[config.mk]
export PLATFORM = sky130hd
export DESIGN_NAME = dcr_control_bank
export DESIGN_NICKNAME = d
export VERILOG_FILES = /design/src/hw/dcr_pkg.sv /design/src/hw/dcr_control_bank.sv
export SDC_FILE = /design/constraint.sdc
export NUM_CORES = 1
export LEC_CHECK = 0
export ABC_AREA = 1
export BUFFER_PORTS_ARGS = -buffer_cell sky130_fd_sc_hd__buf_2
export CORE_MARGIN = 8
export CORE_UTILIZATION = 45
export CTS_CLUSTER_SIZE = 24
export DETAILED_ROUTE_END_ITERATION = 8
export PLACE_DENSITY = 0.7
export SETUP_SLACK_MARGIN = 0.05
export SYNTH_ARGS = -nofsm -noshare
export SYNTH_HDL_FRONTEND = slang
export SYNTH_SLANG_ARGS = --single-unit
[constraint.sdc]
create_clock -name pclk -period 3 [get_ports pclk]
set_input_delay 0.75 -clock pclk [delete_from_list [all_inputs] [get_ports pclk]]
set_output_delay 0.75 -clock pclk [all_outputs]
set_load 0.05 [all_outputs]
[src/hw/dcr_pkg.sv]
package dcr_pkg;

    // ==========================================================
    // Register offsets are word indices; the byte address is four times the index.
    localparam logic [7:0] IDX_FAULT_CLEAR = 8'h91;
    localparam logic [7:0] IDX_TEST_FORCE = 8'h92;
    localparam logic [7:0] IDX_WRITE_PROTECT = 8'h93;
    localparam logic [7:0] IDX_REGISTER_RESET = 8'h94;
    localparam logic [7:0] IDX_STANDBY_PULLUP = 8'h95;
    localparam logic [7:0] IDX_CONTROL_GATE = 8'h96;
    localparam logic [7:0] IDX_NVM_PROGRAM = 8'h97;
    localparam logic [7:0] IDX_NVM_GATE = 8'h98;
    // Status register of block state, placed after the documented map.
    localparam logic [7:0] IDX_BLOCK_STATUS = 8'h99;

    // ==========================================================
    // Field positions.
    localparam int BIT_EXIT_FS = 2;
    localparam int BIT_CLEAR_FAULTS = 1;
    localparam int BIT_CLEAR_POWERON = 0;
    localparam int BIT_ENTER_FS = 1;
    localparam int BIT_FORCE_ERR = 0;
    localparam int BIT_DIM_WP = 2;
    localparam int BIT_SETUP_WP = 1;
    localparam int BIT_CURR_WP = 0;
    localparam int BIT_FULL_RESET = 2;
    localparam int BIT_NVM_RELOAD = 1;
    localparam int BIT_RESTORE_DEF = 0;
    localparam int BIT_STANDBY_PIN = 0;
    localparam int BIT_NVM_BURN = 1;
    localparam int BIT_NVM_STATE = 0;

    // ==========================================================
    // Reset values.
    localparam logic [2:0] WP_RESET = 3'h3;
    localparam logic STANDBY_RESET = 1'b0;
    localparam logic NVM_STATE_RESET = 1'b0;

    // ==========================================================
    // Unlock byte sequences.
    localparam int CTRL_KEY_LEN = 4;
    localparam logic [7:0] CTRL_KEY [CTRL_KEY_LEN] = '{8'h43, 8'h4f, 8'h44, 8'h45};
    localparam int NVM_KEY_LEN = 6;
    localparam logic [7:0] NVM_KEY [NVM_KEY_LEN] = '{8'h00, 8'h04, 8'h02, 8'h09, 8'h02, 8'h09};

    // ==========================================================
    // Timing: error pulse width.
    localparam int CLK_MHZ = 250;
    localparam int ERR_PULSE_US = 50;
    localparam int ERR_PULSE_CYC = ERR_PULSE_US * CLK_MHZ;

    // ==========================================================
    // Block state.
    typedef enum logic {DCR_NORMAL, DCR_FAILSAFE} dcr_mode_t;

    // Command pulse outputs, one cycle each.
    typedef struct packed {
        logic clear_poweron_flag_cmd;
        logic clear_all_faults_cmd;
        logic exit_failsafe_cmd;
        logic enter_failsafe_cmd;
        logic restore_defaults_cmd;
        logic nvm_reload_cmd;
        logic nvm_burn_start;
    } dcr_cmd_t;

    // Every bit of state of the bank, registered as one word.
    typedef struct packed {
        logic [31:0] prdata;
        dcr_mode_t mode;
        logic [2:0] wp;
        logic standby_pullup_off;
        logic nvm_state;
        logic [2:0] ctrl_cnt;
        logic [2:0] nvm_cnt;
        logic [7:0] ctrl_last;
        logic [7:0] nvm_last;
        logic [13:0] err_cnt;
        logic global_err;
        dcr_cmd_t pulses;
        logic full_reset;
    } dcr_state_t;

    // State of the bank after the reset pin or after a full logic reset.
    localparam dcr_state_t STATE_RESET = '{prdata: 32'h0, mode: DCR_NORMAL, wp: WP_RESET,
                                           standby_pullup_off: STANDBY_RESET, nvm_state: NVM_STATE_RESET,
                                           ctrl_cnt: 3'h0, nvm_cnt: 3'h0, ctrl_last: 8'h00, nvm_last: 8'h00,
                                           err_cnt: 14'h0, global_err: 1'b0, pulses: '0, full_reset: 1'b0};

endpackage

[src/hw/dcr_control_bank.sv]
// Contract
// - Clear bit 2 leaves fail-safe.
// - Clear bit 1 clears all fault flags.
// - Clear bit 0 clears power-on flag.
// - Test bit 1 forces fail-safe.
// - Test bit 0 pulses error 50us.
// - Protect bit 2 guards dimming, resets zero.
// - Protect bit 1 guards setup, resets one.
// - Protect bit 0 guards current, resets one.
// - Reset bit 2 resets whole logic.
// - Reset bit 1 reloads from NVM.
// - Reset bit 0 restores register defaults.
// - Standby bit 0: zero enables pull-up.
// - Burn bit starts only in program state.
// - Program bit 0 enters program state.
`timescale 1ns/1ps
`default_nettype none

module dcr_control_bank
    import dcr_pkg::*;
(
    input wire logic pclk,
    input wire logic presetn,
    input wire logic psel,
    input wire logic penable,
    input wire logic pwrite,
    input wire logic [11:0] paddr,
    input wire logic [31:0] pwdata,
    input wire logic [3:0] pstrb,
    output logic [31:0] prdata,
    output logic pready,
    output logic pslverr,
    output dcr_cmd_t cmd,
    output logic full_logic_reset_cmd,
    output logic failsafe_active,
    output logic global_error_flag,
    output logic error_pin_o,
    output logic error_pin_oe,
    output logic dimming_write_protect,
    output logic setup_write_protect,
    output logic current_write_protect,
    output logic standby_pin_pullup_en,
    output logic nvm_program_state_enable
);

    // ==========================================================
    // Bus decode.
    dcr_state_t s_q;
    dcr_state_t s_d;
    logic wr;
    logic rd;
    logic [7:0] idx;
    logic idx_ok;
    logic [7:0] wbyte;
    logic ctrl_open;
    logic nvm_open;
    logic full_reset_wr;

    // Byte address is four times the register index.
    assign idx = paddr[9:2];
    assign idx_ok = (paddr[11:10] == 2'h0) && (paddr[1:0] == 2'h0) &&
                    (idx >= IDX_FAULT_CLEAR) && (idx <= IDX_BLOCK_STATUS);
    assign wr = psel && penable && pwrite;
    assign rd = psel && !penable && !pwrite;
    assign wbyte = pstrb[0] ? pwdata[7:0] : 8'h00;
    assign ctrl_open = (s_q.ctrl_cnt == 3'(CTRL_KEY_LEN));
    assign nvm_open = (s_q.nvm_cnt == 3'(NVM_KEY_LEN));
    // A full logic reset needs the control gate open, like the other protected bits.
    assign full_reset_wr = wr && idx_ok && (idx == IDX_REGISTER_RESET) && ctrl_open &&
                           wbyte[BIT_FULL_RESET];

    // Slave always answers in the first access cycle.
    assign pready = 1'b1;
    assign pslverr = psel && penable && !idx_ok;

    // Advances a key matcher: restart on a wrong byte, retry it as first byte.
    function automatic logic [2:0] key_step(input logic [2:0] cnt, input logic [7:0] b,
                                            input logic [7:0] exp_b, input logic [7:0] first_b);
        if (b == exp_b) begin
            key_step = cnt + 3'h1;
        end else if (b == first_b) begin
            key_step = 3'h1;
        end else begin
            key_step = 3'h0;
        end
    endfunction

    // ==========================================================
    // Next-state logic.
    always_comb begin
        s_d = s_q;
        s_d.pulses = '0;
        s_d.full_reset = 1'b0;
        // Error pulse countdown.
        if (s_q.err_cnt != '0) begin
            s_d.err_cnt = s_q.err_cnt - 14'h1;
        end
        if (rd) begin
            s_d.prdata = '0;
            unique case (idx)
                IDX_WRITE_PROTECT: s_d.prdata[2:0] = s_q.wp;
                IDX_STANDBY_PULLUP: s_d.prdata[0] = s_q.standby_pullup_off;
                IDX_CONTROL_GATE: s_d.prdata[7:0] = s_q.ctrl_last;
                IDX_NVM_PROGRAM: s_d.prdata[0] = s_q.nvm_state;
                IDX_NVM_GATE: s_d.prdata[7:0] = s_q.nvm_last;
                IDX_BLOCK_STATUS: s_d.prdata[4:0] = {ctrl_open, nvm_open, s_q.err_cnt != '0,
                                                     s_q.global_err, s_q.mode == DCR_FAILSAFE};
                default: s_d.prdata = '0; // Command bits self-clear, read zero.
            endcase
        end
        if (wr && idx_ok) begin
            unique case (idx)
                IDX_FAULT_CLEAR: begin
                    if (wbyte[BIT_EXIT_FS]) begin
                        s_d.mode = DCR_NORMAL;
                        s_d.pulses.exit_failsafe_cmd = 1'b1;
                    end
                    if (wbyte[BIT_CLEAR_FAULTS]) begin
                        s_d.global_err = 1'b0;
                        s_d.pulses.clear_all_faults_cmd = 1'b1;
                    end
                    s_d.pulses.clear_poweron_flag_cmd = wbyte[BIT_CLEAR_POWERON];
                end
                IDX_TEST_FORCE: begin
                    if (ctrl_open && wbyte[BIT_ENTER_FS]) begin
                        s_d.mode = DCR_FAILSAFE;
                        s_d.pulses.enter_failsafe_cmd = 1'b1;
                    end
                    if (ctrl_open && wbyte[BIT_FORCE_ERR] && s_q.mode == DCR_NORMAL) begin
                        s_d.global_err = 1'b1;
                        s_d.err_cnt = 14'(ERR_PULSE_CYC);
                    end
                end
                IDX_WRITE_PROTECT: begin
                    if (ctrl_open) begin
                        s_d.wp = wbyte[2:0];
                    end
                end
                IDX_REGISTER_RESET: begin
                    if (ctrl_open) begin
                        s_d.pulses.restore_defaults_cmd = wbyte[BIT_RESTORE_DEF];
                        s_d.pulses.nvm_reload_cmd = wbyte[BIT_NVM_RELOAD];
                        if (wbyte[BIT_RESTORE_DEF]) begin
                            s_d.wp = WP_RESET;
                            s_d.standby_pullup_off = STANDBY_RESET;
                            s_d.nvm_state = NVM_STATE_RESET;
                        end
                    end
                end
                IDX_STANDBY_PULLUP: s_d.standby_pullup_off = wbyte[BIT_STANDBY_PIN];
                IDX_CONTROL_GATE: begin
                    s_d.ctrl_last = wbyte;
                    if (!ctrl_open) begin
                        s_d.ctrl_cnt = key_step(s_q.ctrl_cnt, wbyte, CTRL_KEY[s_q.ctrl_cnt[1:0]],
                                                CTRL_KEY[0]);
                    end else begin
                        s_d.ctrl_cnt = key_step(3'h0, wbyte, CTRL_KEY[0], CTRL_KEY[0]);
                    end
                end
                IDX_NVM_PROGRAM: begin
                    if (nvm_open) begin
                        s_d.nvm_state = wbyte[BIT_NVM_STATE];
                        s_d.pulses.nvm_burn_start = wbyte[BIT_NVM_BURN] && s_q.nvm_state;
                    end
                end
                IDX_NVM_GATE: begin
                    s_d.nvm_last = wbyte;
                    if (!nvm_open && s_q.nvm_cnt < 3'(NVM_KEY_LEN)) begin
                        s_d.nvm_cnt = key_step(s_q.nvm_cnt, wbyte, NVM_KEY[s_q.nvm_cnt],
                                               NVM_KEY[0]);
                    end else begin
                        s_d.nvm_cnt = key_step(3'h0, wbyte, NVM_KEY[0], NVM_KEY[0]);
                    end
                end
                default: s_d.prdata = s_q.prdata;
            endcase
        end
        // A full logic reset wins over every other update and closes both gates.
        if (full_reset_wr) begin
            s_d = STATE_RESET;
            s_d.full_reset = 1'b1;
        end
    end

    // ==========================================================
    // State register; the reset pin loads constants only.
    always_ff @(posedge pclk or negedge presetn) begin
        if (!presetn) begin
            s_q <= STATE_RESET;
        end else begin
            s_q <= s_d;
        end
    end

    // ==========================================================
    // Outputs.
    assign prdata = s_q.prdata;
    assign cmd = s_q.pulses;
    assign full_logic_reset_cmd = s_q.full_reset;
    assign failsafe_active = (s_q.mode == DCR_FAILSAFE);
    assign global_error_flag = s_q.global_err;
    assign error_pin_o = 1'b0;
    assign error_pin_oe = (s_q.err_cnt != '0);
    assign dimming_write_protect = s_q.wp[BIT_DIM_WP];
    assign setup_write_protect = s_q.wp[BIT_SETUP_WP];
    assign current_write_protect = s_q.wp[BIT_CURR_WP];
    assign standby_pin_pullup_en = !s_q.standby_pullup_off;
    assign nvm_program_state_enable = s_q.nvm_state;

endmodule // dcr_control_bank

`default_nettype wire

-- Word level (Yosys, flattened, before mapping)
Memory sizes are Yosys's and may differ from the RTL's.
Cells that the tools add are included.
- bits in registers: 83
- bits of input ports: 53
- logic and storage cells: 143
- memory bits (read-only): 64
- output and inout bits: 51
- memories kept: 1
- eq/ne operators: 23
- reduce and logical (&&, ||, !) cells: 41
- muxes and demuxes: 48
- bitwise gates (word level): 3
- $lt $le $gt $ge: 5
- $add $sub $neg: 3
- memory list (name ; words ; bits a word ; rd ports ; clocked after Yosys merged registers in ; write ports ; line ; text):
    (no name shown) ; 8 ; 8 ; 1 ; 0 ; 0 ; dcr_control_bank.sv:169 ; s_d.nvm_cnt = key_step(s_q.nvm_cnt, wbyte, NVM_KEY[s_q.nvm_cnt],
- operators with widths (kind ; count):
    $mux 83 ; 1
    $mux 82 ; 1
    $eq 8x8->1 const B ; 9
    $mux 32 ; 2
    $mux 8 ; 7
    $mux 14 ; 2
    $ne 3x3->1 const B ; 9
    $mux 3 ; 8
    $logic_and 1x1->1 ; 17
    $bmux 8 s2 ; 1
    $eq 8x8->1 ; 2
    $mux 15 ; 1
    $reduce_bool 14->1 ; 1
    $sub 14x1->14 const B ; 1
    $mux 1 ; 12
    $pmux 3 s2 ; 2
    $reduce_and 4->1 ; 3
    $reduce_bool 3->1 ; 4
    $mux 5 ; 2
    $reduce_and 5->1 ; 2
    $eq 8x7->1 const B ; 1
    $ge 8x8->1 const B ; 1
    $le 8x8->1 const B ; 1
    $logic_not 8->1 ; 1
    18 further kinds ; 32

-- Depth between registers and ports, before layout
- word-level depth: 10
- mapped depth: 13

-- Worst setup path after synthesis
OpenSTA, ideal clock, no wires.
- kind: input-to-output
- from: input paddr[6]
- to: output pslverr
- stages: 6
- slack: 448 ps
- data required time: 2250 ps
- data arrival time: 1802 ps
- path through: nand2_1 nor2_2 buf_2 nand2_1 nor2_1 nor2_1
- word-level cells in the longest chain between the ends: 5
- RTL lines (element ; line ; text):
    start: declaration ; dcr_control_bank.sv:27 ; input wire logic [11:0] paddr,
    $ge 8x8->1 ; dcr_control_bank.sv:62 ; (idx >= IDX_FAULT_CLEAR) && (idx <= IDX_BLOCK_STATUS);
    $logic_and 1x1->1 ; dcr_control_bank.sv:61 ; assign idx_ok = (paddr[11:10] == 2'h0) && (paddr[1:0] == 2'h0) &&
    $logic_and 1x1->1 (*) ; dcr_control_bank.sv:62 ;
    $logic_not 1->1 (*) ; dcr_control_bank.sv:74 ; assign pslverr = psel && penable && !idx_ok;
    $logic_and 1x1->1 (*) ; dcr_control_bank.sv:74 ;
    end: declaration ; dcr_control_bank.sv:32 ; output logic pslverr,
Every way passes the cells marked *; elsewhere a longest branch is shown, timed or not.

-- Final worst setup path
- from: register s_q[9] in the netlist's numbering
- to: output error_pin_oe
- word-level cells in the longest chain between the ends: 1
- RTL lines (element ; line ; text):
    start: declaration ; dcr_control_bank.sv:48 ; dcr_state_t s_q;
    start signal: assignment ; dcr_control_bank.sv:189 ; s_q <= STATE_RESET;
    start signal: assignment ; dcr_control_bank.sv:191 ; s_q <= s_d;
    $reduce_bool 14->1 ; dcr_control_bank.sv:203 ; assign error_pin_oe = (s_q.err_cnt != '0);
    end: declaration ; dcr_control_bank.sv:38 ; output logic error_pin_oe,
No other way between the ends.

==> metrics.txt <==
# TYPE chip_impl_metric gauge
chip_impl_metric{name="worst-path-buf-inv",unit=""} 2
chip_impl_metric{name="clkSlewWorstSetupHoldPaths",unit="ps"} 70
chip_impl_info{name="netlist_top_cells_area",value="sky130_fd_sc_hd__dfrtp_1 36%, sky130_fd_sc_hd__nand2_1 13%, sky130_fd_sc_hd__buf_4 8.4%, sky130_fd_sc_hd__inv_1 7.1%, sky130_fd_sc_hd__nor2_1 6.3%"} 1
chip_impl_metric{name="cts-buffers-inserted",unit=""} 9
chip_impl_metric{name="vias_per_cell",unit=""} 5.103
chip_impl_metric{name="drtAntennaViolNets",unit=""} 0
chip_impl_metric{name="dieHeight",unit="um"} 109.7
chip_impl_metric{name="area_delta_synth_final",unit="%"} 8.990
chip_impl_info{name="worst_path_most_repeated_cell",value="sky130_fd_sc_hd__nand2_1"} 1
chip_impl_metric{name="global_route.usage.total",unit="%"} 16.87
chip_impl_metric{name="floorplan.initialDensity",unit="%"} 45.77
chip_impl_metric{name="ctsHtreeMaxLevel",unit=""} 3
chip_impl_metric{name="required",unit="ps"} 2250
chip_impl_info{name="timing.critical_path.max_delay_family",value="simple AND/OR/NAND/NOR gates"} 1
chip_impl_metric{name="post_cts_setup_buffer_count",unit=""} 0
chip_impl_metric{name="ys_seq_elements",unit=""} 59
chip_impl_metric{name="synthesis.yosys.warnings",unit=""} 0
chip_impl_info{name="cts_tree",value="yes"} 1
chip_impl_metric{name="dieWidth",unit="um"} 109.7
chip_impl_metric{name="p_leak",unit="nW"} 2.409
chip_impl_metric{name="drt_iter0_drc",unit=""} 218
chip_impl_metric{name="synth_seq_area_share",unit="%"} 37.42
chip_impl_metric{name="routed-via-count",unit=""} 3577
chip_impl_metric{name="max_slew.worst_pin.slew",unit="ps"} 640.9
chip_impl_metric{name="final-setup-viol-count",unit=""} 0
chip_impl_info{name="worst_hold_path_type",value="in2async"} 1
chip_impl_metric{name="hold-worst-slack",unit="ps"} 395.8
chip_impl_info{name="criticalPathCategory",value="reg2out"} 1
chip_impl_info{name="regToRegStartpoint",value="s_q[43]"} 1
chip_impl_metric{name="slowest_stage_delay_cp",unit="ps"} 360
chip_impl_metric{name="post-route-util",unit="%"} 49.88
chip_impl_metric{name="post_cts.resized_instances",unit=""} 0
chip_impl_info{name="clockRootBuffer",value="sky130_fd_sc_hd__clkbuf_8"} 1
chip_impl_info{name="setup_crit_start_kind",value="flip-flop"} 1
chip_impl_metric{name="mean_post_synth_cell_area",unit="um2"} 7.213
chip_impl_metric{name="syn-cell-area",unit="mm2"} 0.003953
chip_impl_metric{name="io_buffers",unit=""} 50
chip_impl_metric{name="design.die.area",unit="mm2"} 0.01204
chip_impl_metric{name="first_global_vias",unit=""} 3351
chip_impl_metric{name="wl_per_cell",unit="um"} 13.99
chip_impl_metric{name="insertion_delay",unit="ps"} 350
chip_impl_info{name="outcome",value="complete, no violations"} 1
chip_impl_metric{name="gr-total-overflow",unit=""} 0
chip_impl_info{name="worstSetupEndpointType",value="output pin"} 1
chip_impl_metric{name="syn-instance-count",unit=""} 548
chip_impl_metric{name="net_total_in_the_final_layout",unit=""} 649
chip_impl_metric{name="cts.hold.buffers_added",unit=""} 0
chip_impl_metric{name="cp_max_fo",unit=""} 5
chip_impl_metric{name="postSynth.asyncResetShare",unit="%"} 100.0
chip_impl_info{name="netlist.top_cell.by_area",value="sky130_fd_sc_hd__dfrtp_1"} 1
chip_impl_metric{name="fraction_of_final_layout_cells_with_drive_strength_greater_than_1",unit="%"} 16.53
chip_impl_metric{name="gpl.final_weighted_congestion",unit=""} 0.9201
chip_impl_metric{name="clock_path_buffers",unit=""} 2
chip_impl_info{name="setup_repair_after_global_routing_missed_its_margin",value="false"} 1
chip_impl_metric{name="synth-edff-count",unit=""} 0
chip_impl_metric{name="worst_r2r_path_depth",unit=""} 9
chip_impl_metric{name="grt_antenna_before_repair",unit=""} 0
chip_impl_metric{name="coreArea",unit="mm2"} 0.008636
chip_impl_metric{name="place.detailed.hpwl",unit="um"} 7414
chip_impl_info{name="synth.cells.most_frequent",value="134 x sky130_fd_sc_hd__nand2_1, 75 x sky130_fd_sc_hd__inv_1, 66 x sky130_fd_sc_hd__nor2_1"} 1
chip_impl_metric{name="final_min_period_over_clock_period",unit="%"} 86.45
chip_impl_info{name="worst_r2r_endpoint",value="s_q[39]"} 1
chip_impl_info{name="yosysMostFrequentCell",value="sky130_fd_sc_hd__nand2_1"} 1
chip_impl_metric{name="netlist.area_leader.share",unit="%"} 36.09
chip_impl_metric{name="dr.pass1.iters",unit=""} 7
chip_impl_info{name="top_register",value="s_q"} 1
chip_impl_metric{name="max_cap_violations",unit=""} 0
chip_impl_metric{name="max_freq",unit="MHz"} 385.6
chip_impl_metric{name="numClockSinks",unit=""} 59
chip_impl_metric{name="row_count",unit=""} 34
chip_impl_metric{name="final.setup.tns",unit="ps"} 0
chip_impl_info{name="cp_cell_sequence",value="inv_1 > ha_1 > nand2_1 > nor3_1 > nand2_1 > buf_2"} 1
chip_impl_metric{name="grt_pass1_wl",unit="um"} 15810
chip_impl_metric{name="largest_net_degree_at_the_start_of_global_routing",unit=""} 60
chip_impl_metric{name="post_route_skew",unit="ps"} 10.84
chip_impl_metric{name="largest_reg_flops",unit=""} 37
chip_impl_metric{name="top_level_ports",unit=""} 104
chip_impl_info{name="crit_path_top_delay_cell",value="sky130_fd_sc_hd__dfrtp_1"} 1
chip_impl_metric{name="peakVddDrop",unit="V"} 0.0003297
chip_impl_metric{name="slew_viol_final",unit=""} 0
chip_impl_metric{name="worst_slew_margin",unit="%"} 57.27
chip_impl_metric{name="timing.reg2reg.setup_slack",unit="ps"} 770
chip_impl_metric{name="data_arrival_time_of_the_worst_path",unit="ps"} 1840
chip_impl_metric{name="cellPowerDensity",unit="mW/mm2"} 403.8
chip_impl_metric{name="period_minus_slack",unit="ps"} 2593
chip_impl_metric{name="antenna_cells",unit=""} 0
chip_impl_metric{name="count_of_endpoints_failing_hold_in_the_final_timing_report",unit=""} 0
chip_impl_metric{name="totalWireLength",unit="um"} 9804
chip_impl_info{name="synth_ff_type",value="sky130_fd_sc_hd__dfrtp_1"} 1
chip_impl_metric{name="synthDistinctLibCells",unit=""} 35
chip_impl_metric{name="drcViolationCount",unit=""} 0
final cells by class:
class                           instances  area, um2
Fill cell                             886       4328
Multi-Input combinational cell        386       1904
Sequential cell                        59       1479
Inverter                               79      296.5
Timing Repair Buffer                   53      285.3
Clock buffer                           14      172.7
Tap cell                              108      135.1
Clock inverter                          2      35.03
per-layer routing:
| layer | track usage (%) | share of wire [%] |
|---|---|---|
| met1 | 19.93 | 42 |
| met2 | 28.77 | 49 |
| met3 | 3.751 | 6.5 |
| met5 | 0 | 0 |
| met4 | 7.425 | 2.2 |
power breakdown:
part           switching (mW)  leakage, nW  internal [mW]  total, mW
Combinational           0.148         1.63         0.0311      0.179
Sequential           0.000996        0.672          0.797      0.798
Clock                   0.311        0.107          0.451      0.763
Total                   0.460         2.41           1.28       1.74
per-stage QoR:
step | setup WS, ps | instances | total power, mW | instance area (um2)
final | 406.6 | 701 | 1.740 | 4308
after global routing | 254.7 | 701 | 1.814 | 4308
after CTS | 390.4 | 701 | 1.760 | 4308
after detailed placement | 346.9 | 685 | 0.9907 | 4100
after global placement | 383.1 | 685 | 0.9890 | 4100
after floorplan | 448.2 | 572 | 0.9656 | 4043
worst max-delay path by stage:
stage                         endpoint     start  cells past startpoint
after floorplan                pslverr  paddr[6]                      6
after global placement         s_q[33]  paddr[7]                     11
after detailed placement       s_q[33]  paddr[8]                     11
after CTS                 error_pin_oe    s_q[9]                      6
after global routing      error_pin_oe    s_q[9]                      6
final                     error_pin_oe    s_q[9]                      6
cell families after synthesis:
family / synth area share, %
AND/OR/NAND/NOR: 32.70
buffers and inverters: 16.68
flip-flops: 37.42
AO/OA/AOI/OAI: 8.706
XOR/XNOR: 1.773
adder cells (fa/ha/maj): 2.533
other: 0.1900
placed cells by master, fill, tap and decap left out, types with 2 or more instances in the layout:
| cell type | Yosys | final |
|---|---|---|
| sky130_fd_sc_hd__nand2_1 | 134 | 134 |
| sky130_fd_sc_hd__clkbuf_1 | 0 | 2 |
| sky130_fd_sc_hd__o221ai_1 | 2 | 2 |
| sky130_fd_sc_hd__a21oi_1 | 7 | 7 |
| sky130_fd_sc_hd__nor2_1 | 66 | 66 |
| sky130_fd_sc_hd__clkbuf_8 | 0 | 12 |
| sky130_fd_sc_hd__a21boi_4 | 2 | 2 |
| sky130_fd_sc_hd__nor4_1 | 2 | 2 |
| sky130_fd_sc_hd__buf_4 | 44 | 2 |
| sky130_fd_sc_hd__ha_1 | 8 | 8 |
| sky130_fd_sc_hd__nand3_1 | 46 | 46 |
| sky130_fd_sc_hd__o22ai_1 | 16 | 16 |
| sky130_fd_sc_hd__nor2_2 | 4 | 4 |
| sky130_fd_sc_hd__inv_2 | 3 | 3 |
| sky130_fd_sc_hd__dfstp_2 | 2 | 2 |
| sky130_fd_sc_hd__conb_1 | 2 | 26 |
| sky130_fd_sc_hd__or2_2 | 3 | 3 |
| sky130_fd_sc_hd__dfrtp_1 | 57 | 57 |
| sky130_fd_sc_hd__nand2_2 | 7 | 7 |
| sky130_fd_sc_hd__o21ai_0 | 24 | 24 |
| sky130_fd_sc_hd__buf_2 | 2 | 50 |
| sky130_fd_sc_hd__nand2_4 | 3 | 3 |
| sky130_fd_sc_hd__nor3_1 | 9 | 9 |
| sky130_fd_sc_hd__nand4_1 | 10 | 10 |
| sky130_fd_sc_hd__inv_1 | 75 | 75 |
| sky130_fd_sc_hd__nor2_4 | 2 | 2 |
| sky130_fd_sc_hd__xor2_1 | 7 | 7 |
worst reg2reg max path, stage by stage (launching register included):
cell	delay (ps)
sky130_fd_sc_hd__dfrtp_1	430
sky130_fd_sc_hd__inv_1	110
sky130_fd_sc_hd__ha_1	200
sky130_fd_sc_hd__nand2_1	280
sky130_fd_sc_hd__nor2_8	260
sky130_fd_sc_hd__nand2_4	210
sky130_fd_sc_hd__nand2_1	440
sky130_fd_sc_hd__inv_1	80
sky130_fd_sc_hd__nand2_1	70
sky130_fd_sc_hd__nand2_1	50
No activity file was read; power rests on OpenSTA's default activity.
